==> src/rtl/ltmw_params.svh <==
// timing constants and field codes for the transceiver mode and wake control
`ifndef LTMW_PARAMS_SVH
`define LTMW_PARAMS_SVH

`define LTMW_CLK_PERIOD_NS 8

// mode field codes; only the wake-capable code is fixed by the device
`define LTMW_MODE_OFF 2'h0
`define LTMW_MODE_WAKE 2'h1
`define LTMW_MODE_NORMAL 2'h2
`define LTMW_MODE_RXONLY 2'h3

// least dominant time for a bus wake
`define LTMW_WAKE_FILTER_NS 30000
`define LTMW_WAKE_FILTER_CYC ((`LTMW_WAKE_FILTER_NS + `LTMW_CLK_PERIOD_NS - 1) / `LTMW_CLK_PERIOD_NS)

// enabling interval after entering normal mode
`define LTMW_ENABLE_NS 10000
`define LTMW_ENABLE_CYC ((`LTMW_ENABLE_NS + `LTMW_CLK_PERIOD_NS - 1) / `LTMW_CLK_PERIOD_NS)

// dominant timeouts for transmit input and bus line
`define LTMW_TX_TIMEOUT_NS 20000000
`define LTMW_TX_TIMEOUT_CYC ((`LTMW_TX_TIMEOUT_NS + `LTMW_CLK_PERIOD_NS - 1) / `LTMW_CLK_PERIOD_NS)
`define LTMW_BUS_TIMEOUT_NS 20000000
`define LTMW_BUS_TIMEOUT_CYC ((`LTMW_BUS_TIMEOUT_NS + `LTMW_CLK_PERIOD_NS - 1) / `LTMW_CLK_PERIOD_NS)

// wake report fifo shape
`define LTMW_REPORT_WIDTH 4
`define LTMW_REPORT_DEPTH 8

`endif

==> src/rtl/ltmw_pkg.sv <==
// types shared by the transceiver mode and wake control
package ltmw_pkg;

	typedef enum logic [1:0] {
		LTMW_XCVR_OFF = 2'h0,
		LTMW_XCVR_WAKE = 2'h1,
		LTMW_XCVR_NORMAL = 2'h2,
		LTMW_XCVR_RXONLY = 2'h3
	} ltmw_mode_type;

	typedef enum logic [2:0] {
		LTMW_CHIP_INIT = 3'h0,
		LTMW_CHIP_NORMAL = 3'h1,
		LTMW_CHIP_STOP = 3'h2,
		LTMW_CHIP_SLEEP = 3'h3,
		LTMW_CHIP_RESTART = 3'h4,
		LTMW_CHIP_FAILSAFE = 3'h5
	} ltmw_chip_type;

	// gray path: idle -> falling seen -> long dominant
	typedef enum logic [1:0] {
		LTMW_WK_IDLE = 2'h0,
		LTMW_WK_FALL = 2'h1,
		LTMW_WK_LONG = 2'h3
	} ltmw_wake_state_type;

endpackage

==> src/rtl/ltmw_ctrl.sv <==
// two-channel single-wire transceiver mode, wake and timeout control with wake report fifo
//
// Overview of operation
// - Each transceiver resets to off; off is always selectable and ignores bus wakes.
// - Normal mode is written in chip normal and stays usable in chip stop.
// - After enabling, driving starts only at the next fresh dominant transmit bit.
// - Receive-only disables the driver, keeps reception; writable in chip normal and stop.
// - Wake-capable writable in stop, sleep, restart, normal; forced on fail-safe entry.
// - Wake is falling edge, dominant past the filter time, then rising edge.
// - After a wake the receive output stays low until the mode changes or the chip enters stop, sleep or fail-safe.
// - Mode readout still shows the wake-capable code after a wake.
// - Rearm by write needs a change to another mode and back; same-mode rewrite does not.
// - Chip entry into stop, sleep or fail-safe rearms wake detection.
// - Wake in chip normal or stop pulses interrupt, sets status, lowers receive output.
// - Stop-mode wake requests watchdog enable when disabled and configured to.
// - Sleep wake requests restart and supply ramp, no interrupt, status recorded.
// - Restart wake stays; fail-safe wake requests restart and ramp; no interrupt.
// - Transmit dominant beyond timeout turns the driver off, bus stays recessive.
// - Transmit timeout sets the sticky fault flag of that transceiver.
// - Driver returns when transmit input goes recessive; mode never changes.
// - Bus dominant beyond bus timeout in normal or receive-only sets the fault flag.
// - Low-slope bit taken in chip normal only, applied on select rising edge.
`timescale 1ns/1ps
`default_nettype none
`include "ltmw_params.svh"

module ltmw_fifo #(
	parameter int WIDTH = `LTMW_REPORT_WIDTH,
	parameter int DEPTH = `LTMW_REPORT_DEPTH
) (
	input wire logic core_clk,
	input wire logic reset,
	input wire logic in_valid,
	output logic in_ready,
	input wire logic [WIDTH-1:0] in_data,
	output logic out_valid,
	input wire logic out_ready,
	output logic [WIDTH-1:0] out_data
);
	localparam int PW = (DEPTH > 1) ? $clog2(DEPTH) : 1;
	logic [WIDTH-1:0] mem_q [DEPTH];
	logic [PW-1:0] wr_ptr_q;
	logic [PW-1:0] rd_ptr_q;
	logic [PW:0] count_q;
	wire logic push;
	wire logic pop;
	assign in_ready = (count_q != (PW + 1)'(DEPTH));
	assign out_valid = (count_q != '0);
	assign push = in_valid && in_ready;
	assign pop = out_valid && out_ready;
	assign out_data = mem_q[rd_ptr_q];
	function automatic logic [PW-1:0] ptr_next(input logic [PW-1:0] p);
		ptr_next = (p == (PW)'(DEPTH - 1)) ? '0 : p + 1'b1;
	endfunction
	always_ff @(posedge core_clk or posedge reset) begin
		if (reset) begin
			wr_ptr_q <= '0;
			rd_ptr_q <= '0;
			count_q <= '0;
		end else begin
			if (push) begin
				wr_ptr_q <= ptr_next(wr_ptr_q);
			end
			if (pop) begin
				rd_ptr_q <= ptr_next(rd_ptr_q);
			end
			if (push && !pop) begin
				count_q <= count_q + 1'b1;
			end else if (pop && !push) begin
				count_q <= count_q - 1'b1;
			end
		end
	end
	always_ff @(posedge core_clk) begin
		if (push) begin
			mem_q[wr_ptr_q] <= in_data;
		end
	end
endmodule

module ltmw_ctrl #(
	parameter int unsigned TX_TIMEOUT_CYC = `LTMW_TX_TIMEOUT_CYC,
	parameter int unsigned BUS_TIMEOUT_CYC = `LTMW_BUS_TIMEOUT_CYC
) (
	input wire logic core_clk,
	input wire logic reset,
	input wire logic [2:0] chip_mode,
	input wire logic [1:0] mode_wr,
	input wire logic [3:0] mode_wdata,
	output logic [1:0] first_transceiver_mode,
	output logic [1:0] second_transceiver_mode,
	input wire logic [1:0] transmit_input,
	output logic [1:0] receive_output_pin,
	input wire logic [1:0] bus_line_in,
	output logic [1:0] bus_line_out,
	output logic [1:0] bus_line_oe_n,
	output logic bus1_fault_flag,
	output logic bus2_fault_flag,
	input wire logic [1:0] fault_clear,
	output logic [1:0] wake_source_status,
	input wire logic [1:0] wake_status_clear,
	input wire logic watchdog_on_bus_wake,
	input wire logic watchdog_enabled,
	output logic watchdog_enable_req,
	output logic wake_int_n,
	output logic restart_req,
	output logic main_supply_rail_ramp,
	input wire logic spi_select_n,
	input wire logic low_slope_select,
	output logic low_slope_active,
	output logic wake_report_valid,
	input wire logic wake_report_ready,
	output logic [`LTMW_REPORT_WIDTH-1:0] wake_report_data
);
	localparam logic [11:0] WAKE_LIM = 12'(`LTMW_WAKE_FILTER_CYC);
	localparam logic [10:0] EN_LIM = 11'(`LTMW_ENABLE_CYC - 1);
	localparam logic [23:0] TX_LIM = 24'(TX_TIMEOUT_CYC - 1);
	localparam logic [23:0] BUS_LIM = 24'(BUS_TIMEOUT_CYC - 1);
	// pin synchronisers; logic reads the second stage, plus a third select stage for edge detection
	logic [1:0] tx_s1_q;
	logic [1:0] tx_s2_q;
	logic [1:0] bus_s1_q;
	logic [1:0] bus_s2_q;
	logic sel_s1_q;
	logic sel_s2_q;
	logic sel_prev_q;
	ltmw_pkg::ltmw_chip_type chip_prev_q;
	wire ltmw_pkg::ltmw_chip_type chip;

	always_ff @(posedge core_clk or posedge reset) begin
		if (reset) begin
			tx_s1_q <= 2'h3;
			tx_s2_q <= 2'h3;
			bus_s1_q <= 2'h3;
			bus_s2_q <= 2'h3;
			sel_s1_q <= 1'b1;
			sel_s2_q <= 1'b1;
			sel_prev_q <= 1'b1;
			chip_prev_q <= ltmw_pkg::LTMW_CHIP_INIT;
		end else begin
			tx_s1_q <= transmit_input;
			tx_s2_q <= tx_s1_q;
			bus_s1_q <= bus_line_in;
			bus_s2_q <= bus_s1_q;
			sel_s1_q <= spi_select_n;
			sel_s2_q <= sel_s1_q;
			sel_prev_q <= sel_s2_q;
			chip_prev_q <= chip;
		end
	end
	assign chip = ltmw_pkg::ltmw_chip_type'(chip_mode);
	wire logic chip_changed = (chip != chip_prev_q);
	wire logic enter_failsafe = chip_changed && (chip == ltmw_pkg::LTMW_CHIP_FAILSAFE);
	wire logic chip_rearm = chip_changed && (chip == ltmw_pkg::LTMW_CHIP_STOP ||
		chip == ltmw_pkg::LTMW_CHIP_SLEEP || chip == ltmw_pkg::LTMW_CHIP_FAILSAFE);
	// which mode codes software may write in the present chip mode
	function automatic logic mode_allowed(input ltmw_pkg::ltmw_mode_type m, input ltmw_pkg::ltmw_chip_type c);
		case (m)
			ltmw_pkg::LTMW_XCVR_OFF: mode_allowed = 1'b1;
			ltmw_pkg::LTMW_XCVR_NORMAL: mode_allowed = (c == ltmw_pkg::LTMW_CHIP_NORMAL);
			ltmw_pkg::LTMW_XCVR_RXONLY: mode_allowed = (c == ltmw_pkg::LTMW_CHIP_NORMAL ||
				c == ltmw_pkg::LTMW_CHIP_STOP);
			default: mode_allowed = (c == ltmw_pkg::LTMW_CHIP_NORMAL || c == ltmw_pkg::LTMW_CHIP_STOP ||
				c == ltmw_pkg::LTMW_CHIP_SLEEP || c == ltmw_pkg::LTMW_CHIP_RESTART);
		endcase
	endfunction
	wire logic [1:0] mode_rd [2];
	wire logic [1:0] fault_rd;
	wire logic [1:0] wake_evt;
	wire logic [1:0] pend;
	wire logic [1:0] pend_take;
	wire logic fifo_in_ready;
	for (genvar g = 0; g < 2; g++) begin : g_ch
		ltmw_pkg::ltmw_mode_type mode_q;
		ltmw_pkg::ltmw_mode_type mode_d;
		ltmw_pkg::ltmw_wake_state_type wst_q;
		ltmw_pkg::ltmw_wake_state_type wst_d;
		logic woken_q;
		logic armed_q;
		logic bus_prev_q;
		logic [11:0] wcnt_q;
		logic [10:0] en_cnt_q;
		logic en_done_q;
		logic tx_armed_q;
		logic [23:0] txlo_cnt_q;
		logic to_q;
		logic [23:0] buslo_cnt_q;
		logic fault_q;
		logic drive_q;
		logic rxo_q;
		logic pend_q;
		wire logic tx_low = !tx_s2_q[g];
		wire logic bus_low = !bus_s2_q[g];
		wire ltmw_pkg::ltmw_mode_type wr_mode = ltmw_pkg::ltmw_mode_type'(mode_wdata[g*2 +: 2]);
		wire logic wr_ok = mode_wr[g] && mode_allowed(wr_mode, chip);
		wire logic is_normal = (mode_q == ltmw_pkg::LTMW_XCVR_NORMAL);
		wire logic is_listen = is_normal || (mode_q == ltmw_pkg::LTMW_XCVR_RXONLY);
		wire logic mode_chg = (mode_d != mode_q);
		wire logic watching = (mode_q == ltmw_pkg::LTMW_XCVR_WAKE) && armed_q && !woken_q;
		wire logic tx_to_evt = is_normal && tx_low && (txlo_cnt_q == TX_LIM);
		wire logic bus_to_evt = is_listen && bus_low && (buslo_cnt_q == BUS_LIM);
		wire logic to_d = tx_low && (to_q || tx_to_evt);
		// fail-safe entry forces wake-capable over any write
		assign mode_d = enter_failsafe ? ltmw_pkg::LTMW_XCVR_WAKE : (wr_ok ? wr_mode : mode_q);
		assign wake_evt[g] = watching && (wst_q == ltmw_pkg::LTMW_WK_LONG) && !bus_low;
		always_comb begin
			wst_d = wst_q;
			case (wst_q)
				ltmw_pkg::LTMW_WK_IDLE: begin
					if (bus_low && bus_prev_q) begin
						wst_d = ltmw_pkg::LTMW_WK_FALL;
					end
				end
				ltmw_pkg::LTMW_WK_FALL: begin
					if (!bus_low) begin
						wst_d = ltmw_pkg::LTMW_WK_IDLE;
					end else if (wcnt_q == WAKE_LIM) begin
						wst_d = ltmw_pkg::LTMW_WK_LONG;
					end
				end
				default: begin
					if (!bus_low) begin
						wst_d = ltmw_pkg::LTMW_WK_IDLE;
					end
				end
			endcase
			if (!watching) begin
				wst_d = ltmw_pkg::LTMW_WK_IDLE;
			end
		end
		always_ff @(posedge core_clk or posedge reset) begin
			if (reset) begin
				mode_q <= ltmw_pkg::LTMW_XCVR_OFF;
				wst_q <= ltmw_pkg::LTMW_WK_IDLE;
				bus_prev_q <= 1'b1;
				wcnt_q <= '0;
				woken_q <= 1'b0;
				armed_q <= 1'b0;
			end else begin
				mode_q <= mode_d;
				wst_q <= wst_d;
				bus_prev_q <= !bus_low;
				wcnt_q <= (wst_q == ltmw_pkg::LTMW_WK_FALL && wst_d == wst_q) ? wcnt_q + 1'b1 : '0;
				// mode field is untouched by a wake, so it still reads wake-capable
				if (wake_evt[g]) begin
					woken_q <= 1'b1;
				end else if (mode_chg || chip_rearm) begin
					woken_q <= 1'b0;
				end
				if (wake_evt[g]) begin
					armed_q <= 1'b0;
				end else if ((mode_chg && mode_d == ltmw_pkg::LTMW_XCVR_WAKE) || chip_rearm) begin
					armed_q <= 1'b1;
				end
			end
		end
		always_ff @(posedge core_clk or posedge reset) begin
			if (reset) begin
				en_cnt_q <= '0;
				en_done_q <= 1'b0;
				tx_armed_q <= 1'b0;
			end else begin
				en_cnt_q <= (is_normal && !en_done_q) ? en_cnt_q + 1'b1 : '0;
				en_done_q <= is_normal && (en_done_q || en_cnt_q == EN_LIM);
				tx_armed_q <= is_normal && (tx_armed_q || (en_done_q && !tx_low));
			end
		end
		always_ff @(posedge core_clk or posedge reset) begin
			if (reset) begin
				txlo_cnt_q <= '0;
				to_q <= 1'b0;
				buslo_cnt_q <= '0;
				fault_q <= 1'b0;
			end else begin
				txlo_cnt_q <= (is_normal && tx_low && !to_q) ? txlo_cnt_q + 1'b1 : '0;
				to_q <= to_d;
				buslo_cnt_q <= (is_listen && bus_low && !bus_to_evt) ? buslo_cnt_q + 1'b1 : '0;
				if (tx_to_evt || bus_to_evt) begin
					fault_q <= 1'b1;
				end else if (fault_clear[g]) begin
					fault_q <= 1'b0;
				end
			end
		end
		always_ff @(posedge core_clk or posedge reset) begin
			if (reset) begin
				drive_q <= 1'b0;
				rxo_q <= 1'b1;
				pend_q <= 1'b0;
			end else begin
				drive_q <= is_normal && tx_armed_q && tx_low && !to_d;
				rxo_q <= (woken_q || wake_evt[g]) ? 1'b0 : (is_listen ? !bus_low : 1'b1);
				pend_q <= wake_evt[g] || (pend_q && !pend_take[g]);
			end
		end
		assign mode_rd[g] = mode_q;
		assign fault_rd[g] = fault_q;
		assign pend[g] = pend_q;
		assign bus_line_oe_n[g] = !drive_q;
		assign bus_line_out[g] = 1'b0;
		assign receive_output_pin[g] = rxo_q;
	end
	assign first_transceiver_mode = mode_rd[0];
	assign second_transceiver_mode = mode_rd[1];
	assign bus1_fault_flag = fault_rd[0];
	assign bus2_fault_flag = fault_rd[1];
	// chip-level reaction to a wake depends on the chip mode at the wake
	wire logic any_wake = |wake_evt;
	wire logic in_run = (chip == ltmw_pkg::LTMW_CHIP_NORMAL) || (chip == ltmw_pkg::LTMW_CHIP_STOP);
	wire logic in_down = (chip == ltmw_pkg::LTMW_CHIP_SLEEP) || (chip == ltmw_pkg::LTMW_CHIP_FAILSAFE);
	// a report waits in its channel until the fifo takes it, channel 0 first
	wire logic take_ch = !pend[0];
	assign pend_take = fifo_in_ready ? (pend[0] ? 2'h1 : {pend[1], 1'b0}) : 2'h0;
	logic [1:0] wst_status_q;
	logic int_n_q;
	logic restart_q;
	logic ramp_q;
	logic wd_req_q;
	logic lsm_q;

	always_ff @(posedge core_clk or posedge reset) begin
		if (reset) begin
			wst_status_q <= 2'h0;
			int_n_q <= 1'b1;
			restart_q <= 1'b0;
			ramp_q <= 1'b0;
			wd_req_q <= 1'b0;
			lsm_q <= 1'b0;
		end else begin
			wst_status_q <= wake_evt | (wst_status_q & ~wake_status_clear);
			int_n_q <= !(any_wake && in_run);
			restart_q <= any_wake && in_down;
			ramp_q <= any_wake && in_down;
			wd_req_q <= any_wake && (chip == ltmw_pkg::LTMW_CHIP_STOP) && !watchdog_enabled &&
				watchdog_on_bus_wake;
			if (sel_s2_q && !sel_prev_q && chip == ltmw_pkg::LTMW_CHIP_NORMAL) begin
				lsm_q <= low_slope_select;
			end
		end
	end
	assign wake_source_status = wst_status_q;
	assign wake_int_n = int_n_q;
	assign restart_req = restart_q;
	assign main_supply_rail_ramp = ramp_q;
	assign watchdog_enable_req = wd_req_q;
	assign low_slope_active = lsm_q;
	ltmw_fifo #(
		.WIDTH(`LTMW_REPORT_WIDTH),
		.DEPTH(`LTMW_REPORT_DEPTH)
	) u_report_fifo (
		.core_clk(core_clk),
		.reset(reset),
		.in_valid(|pend),
		.in_ready(fifo_in_ready),
		.in_data({take_ch, chip_mode}),
		.out_valid(wake_report_valid),
		.out_ready(wake_report_ready),
		.out_data(wake_report_data)
	);
endmodule

`default_nettype wire

==> config.mk <==
export PLATFORM = sky130hd
export DESIGN_NAME = ltmw_ctrl
export DESIGN_NICKNAME = d
export VERILOG_FILES = /design/src/rtl/ltmw_pkg.sv /design/src/rtl/ltmw_ctrl.sv
export VERILOG_INCLUDE_DIRS = /design/src /design/src/rtl
export SDC_FILE = /design/constraint.sdc
export NUM_CORES = 1
export LEC_CHECK = 0
export ABC_AREA = 1
export BUFFER_PORTS_ARGS = -buffer_cell sky130_fd_sc_hd__buf_2
export CAP_MARGIN = 15
export CORE_ASPECT_RATIO = 0.7
export CORE_MARGIN = 8
export CORE_UTILIZATION = 34
export DETAILED_ROUTE_END_ITERATION = 8
export GPL_TIMING_DRIVEN = 0
export PLACE_DENSITY = 0.56
export SLEW_MARGIN = 20
export SYNTH_ARGS = -nofsm -noshare
export SYNTH_HDL_FRONTEND = slang
export SYNTH_SLANG_ARGS = --single-unit
==> constraint.sdc <==
create_clock -name core_clk -period 15.05 [get_ports core_clk]
set_clock_uncertainty 0.2 [all_clocks]
set_input_delay 3.7625 -clock core_clk [delete_from_list [all_inputs] [get_ports core_clk]]
set_output_delay 3.7625 -clock core_clk [all_outputs]
set_load 0.02 [all_outputs]
After elaboration in Yosys (flattened, before gate mapping)

Memory sizes are Yosys's and may differ from the RTL's.
Index checks and enable logic that the tools add are counted.

$add $sub $neg: 12
Mux-type cells: 50
Magnitude comparators: 0
Shifts and indexed selects: 0
Div/mod/pow operators: 0
Bitwise gates (word level): 3
Multipliers: 0
Equal/unequal tests: 37
Reductions and logical operators: 121

Operators by type and width:

| operator                                        | number |
|---|---|
| adder 24 x 1 -> 24 bit, second input constant   | 4 |
| == test 24 x 22 -> 1 bit, second input constant | 4 |
| two-way mux 24 bit                              | 4 |
| logical AND 1 bit                               | 59 |
| two-way mux 2 bit                               | 16 |
| adder 12 x 1 -> 12 bit, second input constant   | 2 |
| == test 12 bit, second input constant           | 2 |
| logical NOT 1 bit                               | 24 |
| logical OR 1 bit                                | 24 |
| two-way mux 12 bit                              | 2 |
| adder 11 x 1 -> 11 bit, second input constant   | 2 |
| == test 11 bit, second input constant           | 2 |
| two-way mux 11 bit                              | 2 |
| == test 2 bit, second input constant            | 10 |
| two-way mux 1 bit                               | 18 |
| nonzero test 2 bit                              | 7 |
| == test 2 x 1 -> 1 bit, second input constant   | 6 |
| == test 3 bit, second input constant            | 4 |
| logical NOT 2 bit                               | 4 |
| two-way mux 4 bit                               | 2 |
| one-hot mux 2 bit (2 select lines)              | 2 |
| adder 3 x 1 -> 3 bit, second input constant     | 2 |
| == test 3 x 2 -> 1 bit, second input constant   | 2 |
| two-way mux 3 bit                               | 2 |
| other kinds (13)                                | 17 |

Memory bits (read-only): 0
Output and inout port bits: 24
Memory bits (writable): 32
Bits in latches: 0
Word-level logic and storage cells: 272
Memories kept: 1
Flip-flop bits (word level): 200

Memories:

| name                | depth | bits a word | rd ports | clocked after memory_dff | wr ports | line            | text |
|---|---|---|---|---|---|---|---|
| u_report_fifo.mem_q | 8     | 4           | 1        | 0                        | 1        | ltmw_ctrl.sv:41 | `logic [WIDTH-1:0] mem_q [DEPTH];` |

Logic depth before layout (Yosys ltp)

Gate-level depths: netlist of run 1.

Depth after elaboration: 13
Mapped depth: 13
Gate-level depth less buffers: 13

Cells and area by module

Synthesis of run 1 repeated with hierarchy kept, for this count alone.

Cells, all modules: 1401
Area total of the unflattened synthesis: 11733.8 µm²

By module, submodules not included:

| module    | area an instance (µm²) | cells an instance | seq. area each (µm²) | times used |
|---|---|---|---|---|
| ltmw_ctrl | 9656.8                 | 1178              | 4774.6               | 1 |
| ltmw_fifo | 2077.0                 | 223               | 1211.2               | 1 |

Least setup slack after synthesis of run 1

OpenSTA, ideal clock, no wires.

Kind: flip-flop to output port
Start: register u_report_fifo.rd_ptr_q[0]
End: output wake_report_data[2]
Path slack: 9547 ps
Cell stages (with the launch flop): 8
Path buffers: 2
Data required time: 11088 ps
Arrival: 1541 ps
Cells stage by stage: dfrtp_1 -> clkbuf_1 -> inv_1 -> clkbuf_1 -> nor2_1 -> o22ai_1 -> nor2_1 -> a31oi_1

Longest elaborated chain between the ends: 1

RTL lines:

| item                     | line             | text |
|---|---|---|
| start: declaration       | ltmw_ctrl.sv:43  | `logic [PW-1:0] rd_ptr_q;` |
| start signal: assignment | ltmw_ctrl.sv:65  | `rd_ptr_q <= ptr_next(rd_ptr_q);` |
| memory (8 x 4 bit)       | n/a              |  |
| end: declaration         | ltmw_ctrl.sv:113 | `` output logic [`LTMW_REPORT_WIDTH-1:0] wake_report_data `` |

No other way between the ends.

Final worst setup path of run 1

Ends and elaborated chain as after synthesis.

==> impl_metrics.json, run 1 <==
{
  "synth.distinct_cells": 52,
  "grt_pass1_vias": 8253,
  "grt_pass1_wl_um": 42700,
  "ys_ff_latch": 232,
  "root_buffer": "clkbuf_16",
  "whs_endpoint": "tx_s2_q[0]$_DFF_PP1_",
  "async_flop_share": 0.862,
  "layout_commonest_cell": "nor2_1",
  "finalMaxSlewViolations": 0,
  "timing.final.crit_share": 0.430,
  "avgSynthCellArea_um2": 8.63,
  "synthFlopType": "dfrtp_1",
  "synthCells": 1328,
  "ios": 48,
  "fmax_mhz": 155,
  "syn-cell-area_mm2": 0.0115,
  "dieWidth_um": 235,
  "start_kind": "flip-flop",
  "criticalPathCategory": "flip-flop to output port",
  "ir_drop_mv": 0.0689,
  "rsz0062_at_grt": "no",
  "routed_wirelength_um": 25200,
  "pwr_density_cell_mw_per_mm2": 113,
  "cts_made_buffers": 25,
  "die_h_um": 170,
  "wl_per_cell_um": 13.6,
  "worstSkewPairLatency_ps": 540,
  "arrival_ps": 2500,
  "antenna_found_initial": 0,
  "hold_depth": 0,
  "post-dp-hpwl_um": 18200,
  "hp-start": "tx_s1_q[0]$_DFF_PP1_",
  "slowest_delay_ps": 380,
  "r2r_slack_ps": 12330,
  "synth_seq_area_share": 0.522,
  "startpoint": "u_report_fifo.rd_ptr_q[0]$_DFFE_PP0P_",
  "grt_max_degree": 95,
  "fp-row-count": 56,
  "internal_power_w": 0.00109,
  "p_sw_w": 0.000396,
  "p_clk_frac": 0.417,
  "utilization": 0.393,
  "gp_congestion": 0.842,
  "cp_max_fo": 10,
  "setup_tns_ps": 0,
  "pwr-share-seq": 0.452,
  "outcome": "completed",
  "drcViolationCount": 0,
  "grt_usage": 0.126,
  "slew_headroom": 0.617,
  "r2r_end": "u_report_fifo.count_q[3]$_DFFE_PP0P_",
  "reg2reg_depth": 13,
  "start_util": 0.344,
  "io_buffers": 45,
  "nets": 1447,
  "crit_path_end_kind": "output port",
  "power_leakage_nw": 5.50,
  "dr.pass1.iters": 5,
  "fill_cells": 3366,
  "drive_above_1_share": 0.121,
  "drv_cap": 0,
  "overflow": 0,
  "hold_buffers": 0,
  "p_comb_frac": 0.131,
  "vias": 8870,
  "synth-edff-count": 32,
  "min_period_ps": 6460,
  "area_growth_syn_to_layout_pct": 14.4,
  "drtIter0Drc": 768,
  "cts_max_level": 1,
  "p_sw_frac": 0.267,
  "clockBufferDepth": 3,
  "ant_nets": 0,
  "mostFrequentLayoutCells": "215 x nor2_1, 204 x nand2_1, 184 x dfrtp_1",
  "worstPathCellList": "clkbuf_1, inv_1, clkbuf_1, nor2_1, o22ai_1, nor2_1, a31oi_1, buf_2",
  "hold_violations": 0,
  "cts_tree": "done",
  "die_area_mm2": 0.0399,
  "hold_path_class": "flip-flop to flip-flop",
  "ctsResizeCount": 0,
  "clock_sinks": 232,
  "required_ps": 11090,
  "crit_slowest_cell": "dfrtp_1",
  "worst_pin_slew_ps": 569,
  "timing.rr.start": "u_report_fifo.count_q[0]$_DFFE_PP0P_",
  "cts_setup_buffers": 0,
  "diodes": 0,
  "coreArea_mm2": 0.0334,
  "avgViaCountPerCell": 4.78,
  "yosys_warnings": 0,
  "clkTransAtPathRegs_ps": 60,
  "setup_viol": 0
}
==> worst max-delay path by stage <==
stage	endpoint	slack [ps]
after detailed placement	wake_report_data[2]	9130
after global placement	g_ch[0].en_cnt_q[7]$_DFF_PP0_	2900
after CTS	wake_report_data[2]	8540
after global routing	wake_report_data[2]	8370
after floorplan	bus1_fault_flag$_DFFE_PP0P_	5660
final	wake_report_data[2]	8590
==> metal layers <==
metal | share of wire | global-route usage | routed length (µm) | vias up
met1 | 0.54 | 0.198 | 13700 | 4129
met2 | 0.39 | 0.173 | 9830 | 187
met5 | 0 | 0 | 0 | -
li1 | - | - | - | 4521
met4 | 0.017 | 0.0251 | 421 | 0
met3 | 0.050 | 0.0264 | 1260 | 33
==> state kept, by name, summed over array words and instances (netlist names), 3 cells and up <==
| register | count |
|---|---|
| chip_prev_q | 3 |
| u_report_fifo.wr_ptr_q | 3 |
| g_ch.txlo_cnt_q | 48 |
| g_ch.wcnt_q | 24 |
| u_report_fifo.count_q | 4 |
| g_ch.en_cnt_q | 22 |
| u_report_fifo.mem_q | 32 |
| g_ch.buslo_cnt_q | 48 |
| g_ch.wst_q | 4 |
| u_report_fifo.rd_ptr_q | 3 |
==> cell type report <==
type | count | area (µm²) | area share
Multi-Input combinational cell | 889 | 4660 | 0.355
Clock buffer | 32 | 682 | 0.0520
Buffer | 21 | 125 | 0.00954
Tap cell | 435 | 544 | 0.0415
Sequential cell | 232 | 5990 | 0.456
Timing Repair Buffer | 47 | 280 | 0.0214
Inverter | 187 | 709 | 0.0541
Clock inverter | 13 | 138 | 0.0105
==> cell usage after synthesis (5+ instances only) <==
cell / instances / area, µm²
inv_1: 181 / 679
nor3b_1: 15 / 113
dfstp_2: 16 / 420
inv_2: 5 / 18.8
nand2_2: 12 / 75.1
nor3_1: 62 / 310
o22ai_1: 5 / 31.3
o21ai_0: 53 / 265
nand3_1: 54 / 270
o21a_1: 5 / 37.5
nor2_4: 8 / 90.1
nor3_2: 7 / 70.1
xnor2_1: 11 / 96.3
nand2_1: 204 / 766
ha_1: 19 / 238
edfxtp_1: 32 / 961
and3_1: 9 / 56.3
clkbuf_1: 9 / 33.8
nor4_1: 27 / 169
buf_4: 5 / 37.5
nor2_1: 215 / 807
a31oi_1: 10 / 62.6
xor2_1: 25 / 219
nand4_1: 38 / 238
dfrtp_1: 184 / 4600
a21oi_1: 62 / 310
nor2_2: 7 / 43.8
==> logic make-up after synthesis <==
kind of cell               count (synthesis)  synth area share
adders and majority gates                 20            0.0225
xor gates and xnor gates                  36            0.0275
and+or+nand+nor                          678             0.282
AOI/OAI and AO/OA                        151            0.0717
muxes                                      2           0.00196
DFF                                      232             0.522
other                                      1          0.000327
buffers and inverters                    208            0.0721
==> power by group through the flow <==
| stage | Combinational, W | Clock, W | Sequential, W |
|---|---|---|---|
| floorplan | 0.000133 | 0 | 0.000682 |
| global placement | 0.000193 | 0 | 0.000683 |
| detailed placement | 0.000198 | 0 | 0.000683 |
| CTS | 0.000199 | 0.000641 | 0.000672 |
| global route | 0.000221 | 0.000667 | 0.000675 |
| finish | 0.000194 | 0.000619 | 0.000672 |
==> per-stage QoR <==
step           std cells  area [µm²]  hold WS (ps)  setup WS (ps)  total power (W)
6_report            1856       13100           154           8590          0.00148
5_1_grt             1856       13100           156           8370          0.00156
4_1_cts             1856       13100           155           8540          0.00151
3_5_place_dp        1811       12300           147           9130         0.000881
3_3_place_gp        1809       12200           147           2900         0.000876
2_1_floorplan       1329       11500           145           5660         0.000816
==> critical path: cells and delay by family (launching register included) <==
family / cells / cell delay (ps)
simple gates: 2 / 170
compound gates: 2 / 370
flops: 1 / 380
buf+inv: 4 / 1030
(Power assumes the default switching activity.)
==> run 2: changes to the inputs <==
- ABC_AREA: 1 -> 0
- PLACE_DENSITY: 0.56 -> 0.58
- clock period: 15.05 -> 5.2 ns (I/O delays scaled with it)
==> run 2 against run 1 <==
Net effect: routed wire length down 16%; synthesized cell count down 25%; non-clock buffer count up 17; worst setup slack worse by 7100 ps.
==> impl_metrics.json, run 2 <==
{
  "worst_pin_slew_ps": 1090,
  "hp-start": "tx_s1_q[1]$_DFF_PP1_",
  "grt_pass1_vias": 7001,
  "post-dp-hpwl_um": 14900,
  "die_h_um": 165,
  "drcViolationCount": 0,
  "avgViaCountPerCell": 4.74,
  "routed_wirelength_um": 21200,
  "clockBufferDepth": 3,
  "synthCells": 997,
  "fin_hold_ws_ps": 156,
  "synthTopCellsByCount": "184 x dfrtp_1, 169 x nor2_1, 88 x xor2_1",
  "async_flop_share": 0.862,
  "ant_nets": 0,
  "pre_cts_slack_ps": 1910,
  "pwr-share-seq": 0.479,
  "synth_top_area_share": 0.428,
  "min_period_ps": 3670,
  "finalMaxSlewViolations": 0,
  "grt_max_degree": 33,
  "cts_setup_buffers": 0,
  "hold_buffers": 0,
  "hold_depth": 0,
  "hold_path_class": "flip-flop to flip-flop",
  "ios": 48,
  "start_util": 0.345,
  "setup_tns_ps": 0,
  "yosys_warnings": 0,
  "io_buffers": 45,
  "rsz0062_at_grt": "no",
  "cts_made_buffers": 24,
  "area_growth_syn_to_layout_pct": 16.4,
  "internal_power_w": 0.00309,
  "r2r_slack_ps": 1870,
  "pwr_density_cell_mw_per_mm2": 316,
  "root_buffer": "clkbuf_16",
  "outcome": "completed",
  "antenna_found_initial": 0,
  "mostFrequentLayoutCells": "184 x dfrtp_1, 169 x nor2_1, 88 x xor2_1",
  "timing.final.crit_share": 0.705,
  "arrival_ps": 2170,
  "slowest_delay_ps": 560,
  "fp-row-count": 54,
  "coreArea_mm2": 0.0311,
  "drtIter0Drc": 426,
  "avgSynthCellArea_um2": 10.8,
  "vias": 7172,
  "p_sw_w": 0.000871,
  "p_clk_frac": 0.471,
  "yosysTopAreaCell": "dfrtp_1",
  "synth-edff-count": 32,
  "overflow": 0,
  "clock_sinks": 232,
  "power_leakage_nw": 5.18,
  "worstPathCellList": "buf_2, mux4_2, mux2_2, buf_2",
  "yosysMostFrequentCell": "dfrtp_1",
  "drv_cap": 0,
  "nets": 1120,
  "synth_area_leaders": "dfrtp_1 43%, edfxtp_1 8.9%, xor2_1 7.2%, nor2_1 5.9%, dfstp_2 3.9%",
  "hold_violations": 0,
  "crit_path_end_kind": "output port",
  "crit_slowest_cell": "mux4_2",
  "setup_viol": 0,
  "drive_above_1_share": 0.142,
  "ctsResizeCount": 0,
  "clkTransAtPathRegs_ps": 60,
  "ys_ff_latch": 232,
  "cts_tree": "done",
  "ir_drop_mv": 0.206,
  "slew_headroom": 0.264,
  "dieWidth_um": 229,
  "criticalPathCategory": "flip-flop to output port",
  "synth_seq_area_share": 0.557,
  "grt_usage": 0.114,
  "p_sw_frac": 0.220,
  "whs_endpoint": "tx_s2_q[1]$_DFF_PP1_",
  "die_area_mm2": 0.0377,
  "gp_congestion": 0.805,
  "start_kind": "flip-flop",
  "r2r_end": "u_report_fifo.count_q[3]$_DFFE_PP0P_",
  "cp_max_fo": 10,
  "cts_max_level": 1,
  "synth.distinct_cells": 67,
  "layout_commonest_cell": "dfrtp_1",
  "dr.pass1.iters": 5,
  "wl_per_cell_um": 14.0,
  "grt_pass1_wl_um": 36300,
  "diodes": 0,
  "reg_top3": "g_ch.buslo_cnt_q x48, g_ch.txlo_cnt_q x48, u_report_fifo.mem_q x32",
  "worstSkewPairLatency_ps": 520,
  "critical_path.most_common_cell": "buf_2",
  "synthFlopType": "dfrtp_1",
  "timing.rr.start": "u_report_fifo.count_q[0]$_DFFE_PP0P_",
  "syn-cell-area_mm2": 0.0108,
  "fmax_mhz": 273,
  "p_comb_frac": 0.051,
  "reg2reg_depth": 12,
  "required_ps": 3700,
  "fin_ws_ps": 1530
}
==> run 2: cell type report <==
class	instances	area [µm²]
Fill cell	3011	18600
Sequential cell	232	5990
Multi-Input combinational cell	703	4490
Clock buffer	33	707
Tap cell	420	526
Timing Repair Buffer	52	365
Buffer	33	165
Clock inverter	10	156
Inverter	30	116
==> run 2: worst max-delay path by stage <==
stage / startpoint / endpoint / slack (ps) / cells after the start
2_1_floorplan: reset / bus1_fault_flag$_DFFE_PP0P_ / 1120 / 1
3_3_place_gp: reset / u_report_fifo.rd_ptr_q[0]$_DFFE_PP0P_ / -240 / 2
3_5_place_dp: u_report_fifo.count_q[0]$_DFFE_PP0P_ / u_report_fifo.count_q[3]$_DFFE_PP0P_ / 1910 / 12
4_1_cts: u_report_fifo.rd_ptr_q[0]$_DFFE_PP0P_ / wake_report_data[1] / 1460 / 4
5_1_grt: u_report_fifo.rd_ptr_q[0]$_DFFE_PP0P_ / wake_report_data[0] / 1410 / 4
6_report: u_report_fifo.rd_ptr_q[0]$_DFFE_PP0P_ / wake_report_data[0] / 1530 / 4
==> run 2: logic make-up (layout without fill, tap and decap cells) <==
kind of cell | count (synthesis) | after routing | synth area share
mux | 17 | 17 | 0.0261
buf+inv | 63 | 158 | 0.0258
xor+xnor | 125 | 125 | 0.102
simple gates | 477 | 477 | 0.228
flops | 232 | 232 | 0.557
other cells | 1 | 2 | 0.000349
fa+ha+maj | 20 | 20 | 0.0240
compound gates | 62 | 62 | 0.0375
==> run 2: stage by stage <==
stage                util  instances  cell area, µm²  total power (W)
global route        0.402       1513           12500          0.00412
floorplan               -        998           10800          0.00205
detailed placement  0.374       1470           11600          0.00213
global placement    0.370       1463           11500          0.00212
finish              0.402       1513           12500          0.00396
CTS                 0.402       1513           12500          0.00403
==> run 2: worst max-delay path: cells and delay by family (launching register included) <==
| kind | cells | cell delay [ps] |
|---|---|---|
| buffers and inverters | 2 | 470 |
| muxes | 2 | 830 |
| DFF | 1 | 350 |
==> run 2: metal layers <==
metal	part of all wire	wire length (µm)	track usage	vias up
li1	-	-	-	3593
met1	0.53	11300	0.171	3452
met2	0.41	8610	0.164	101
met3	0.043	901	0.0256	26
met4	0.017	369	0.0230	0
met5	0	0	0	-
==> run 2: power groups by stage <==
| stage | logic (W) | registers (W) | clock network [W] |
|---|---|---|---|
| after global placement | 0.000192 | 0.00193 | 0 |
| final | 0.000200 | 0.00189 | 0.00187 |
| after global routing | 0.000227 | 0.00190 | 0.00199 |
| after floorplan | 0.000120 | 0.00193 | 0 |
| after CTS | 0.000206 | 0.00189 | 0.00193 |
| after detailed placement | 0.000205 | 0.00193 | 0 |
==> run 3: changes to the inputs <==
- ABC_AREA: 0 -> 1
- PLACE_DENSITY: 0.58 -> 0.56
- clock period: 5.2 -> 3.4 ns (I/O delays scaled with it)
==> run 3 against run 2 <==
Net effect: cell area increased by 5.3%; largest cell class unchanged; final cell count increased by 23%; combinational power increased to 4.2 times the previous value.
==> impl_metrics.json, run 3 (synthesized netlist as in run 1, its figures left out) <==
{
  "outcome": "completed",
  "ios": 48,
  "finalMaxSlewViolations": 0,
  "wl_per_cell_um": 13.7,
  "crit_path_end_kind": "output port",
  "grt_usage": 0.127,
  "clockBufferDepth": 3,
  "hold_path_class": "primary input to async pin",
  "hold_violations": 0,
  "post-dp-hpwl_um": 19000,
  "routed_wirelength_um": 25500,
  "start_util": 0.344,
  "cts_tree": "done",
  "slew_headroom": 0.608,
  "die_h_um": 170,
  "fmax_mhz": 316,
  "p_comb_frac": 0.130,
  "nets": 1449,
  "r2r_end": "u_report_fifo.count_q[3]$_DFFE_PP0P_",
  "required_ps": 2350,
  "gp_congestion": 0.838,
  "timing.final.crit_share": 0.931,
  "io_buffers": 45,
  "ir_drop_mv": 0.338,
  "vias": 8923,
  "setup_tns_ps": 0,
  "fp-row-count": 56,
  "cts_max_level": 1,
  "cts_made_buffers": 24,
  "p_sw_frac": 0.270,
  "p_sw_w": 0.00175,
  "rsz0062_at_grt": "no",
  "ant_nets": 0,
  "worstSkewPairLatency_ps": 520,
  "criticalPathCategory": "flip-flop to output port",
  "power_w": 0.00648,
  "pwr_density_cell_mw_per_mm2": 492,
  "dpl.cell_count": 1816,
  "dr.pass1.iters": 5,
  "avgViaCountPerCell": 4.80,
  "hold_buffers": 0,
  "layout_commonest_cell": "nor2_1",
  "pwr-share-seq": 0.463,
  "cp_max_fo": 10,
  "fill_cells": 3370,
  "setup_viol": 0,
  "r2r_slack_ps": 720,
  "drcViolationCount": 0,
  "drive_above_1_share": 0.127,
  "antenna_found_initial": 0,
  "clock_sinks": 232,
  "worst_pin_slew_ps": 583,
  "drtIter0Drc": 708,
  "grt_pass1_wl_um": 43100,
  "area_growth_syn_to_layout_pct": 14.9,
  "instances_no_fill": 1858,
  "start_kind": "flip-flop",
  "internal_power_w": 0.00473,
  "coreArea_mm2": 0.0334,
  "root_buffer": "clkbuf_16",
  "timing.rr.start": "u_report_fifo.count_q[0]$_DFFE_PP0P_",
  "dieWidth_um": 235,
  "p_clk_frac": 0.407,
  "overflow": 0,
  "clkTransAtPathRegs_ps": 70,
  "grt_max_degree": 33,
  "min_period_ps": 3170,
  "power_leakage_nw": 5.52,
  "reg_top3": "g_ch.buslo_cnt_q x48, g_ch.txlo_cnt_q x48, u_report_fifo.mem_q x32",
  "grt_pass1_vias": 8343,
  "die_area_mm2": 0.0399,
  "drv_cap": 0,
  "reg2reg_depth": 13,
  "arrival_ps": 2120,
  "mostFrequentLayoutCells": "215 x nor2_1, 204 x nand2_1, 184 x dfrtp_1",
  "diodes": 0
}
[run 3: cell count changes in the layout (fill, tap and decap cells not counted), moves of 21 or more]
cell / delta
xor2_1: -63
inv_1: +150
nor3_1: +36
nand2_1: +132
xnor2_1: -26
o21ai_0: +41
nor4_1: +21
a21oi_1: +42
nor2_1: +46
[run 3: per-layer routing]
metal	vias up	track usage	wire (µm)
met5	-	0	0
met4	0	0.0213	329
met3	27	0.0250	1280
met2	173	0.176	9990
met1	4203	0.202	13900
li1	4520	-	-
[run 3: final cells by class]
cell class                      count  area [µm²]  share of cell area
Sequential cell                   232        5990               0.454
Timing Repair Buffer               52         373              0.0283
Clock inverter                     13         119             0.00902
Tap cell                          435         544              0.0413
Clock buffer                       31         668              0.0507
Inverter                          187         706              0.0536
Multi-Input combinational cell    889        4660               0.354
Buffer                             19         120             0.00912
[run 3: worst max path at each step]
stage                                           from  slack [ps]                              endpoint  depth (start not counted)
2_1_floorplan                                  reset        -230           bus1_fault_flag$_DFFE_PP0P_                          1
3_3_place_gp                                   reset       -1680  u_report_fifo.count_q[1]$_DFFE_PP0P_                          2
3_5_place_dp   u_report_fifo.rd_ptr_q[0]$_DFFE_PP0P_         430                   wake_report_data[2]                          8
4_1_cts        u_report_fifo.rd_ptr_q[0]$_DFFE_PP0P_          40                   wake_report_data[2]                          8
5_1_grt        u_report_fifo.rd_ptr_q[0]$_DFFE_PP0P_          60                   wake_report_data[2]                          7
6_report       u_report_fifo.rd_ptr_q[0]$_DFFE_PP0P_         230                   wake_report_data[2]                          7
[run 3: per-stage QoR]
| step | hold WS [ps] | instance area [µm²] | util | worst slack (ps) |
|---|---|---|---|---|
| floorplan | 145 | 11500 | - | -225 |
| global placement | 146 | 12200 | 0.367 | -1680 |
| detailed placement | 147 | 12400 | 0.372 | 426 |
| CTS | 74.6 | 13200 | 0.395 | 36.7 |
| global route | 100 | 13200 | 0.395 | 55.4 |
| finish | 92.2 | 13200 | 0.395 | 233 |
[run 3: repair_timing]
| action | in CTS | in global routing |
|---|---|---|
| setup buffers | 0 | 0 |
| setup endpoints to repair | 2 | 4 |
| gates resized for setup | 3 | 0 |
[run 3: worst max-delay path: stages, from the launching register on]
cell and delay [ps]:
dfrtp_1 500, inv_2 170, clkbuf_2 240, nor2_1 60, o22ai_1 190, nor2_1 60
a31oi_1 180, buf_2 200
[run 3: power groups by stage]
stage / combinational (W) / clock, W / sequential (W)
floorplan: 0.000590 / 0 / 0.00302
global placement: 0.000859 / 0 / 0.00302
detailed placement: 0.000886 / 0 / 0.00303
CTS: 0.000894 / 0.00274 / 0.00297
global route: 0.000959 / 0.00284 / 0.00302
finish: 0.000841 / 0.00264 / 0.00300
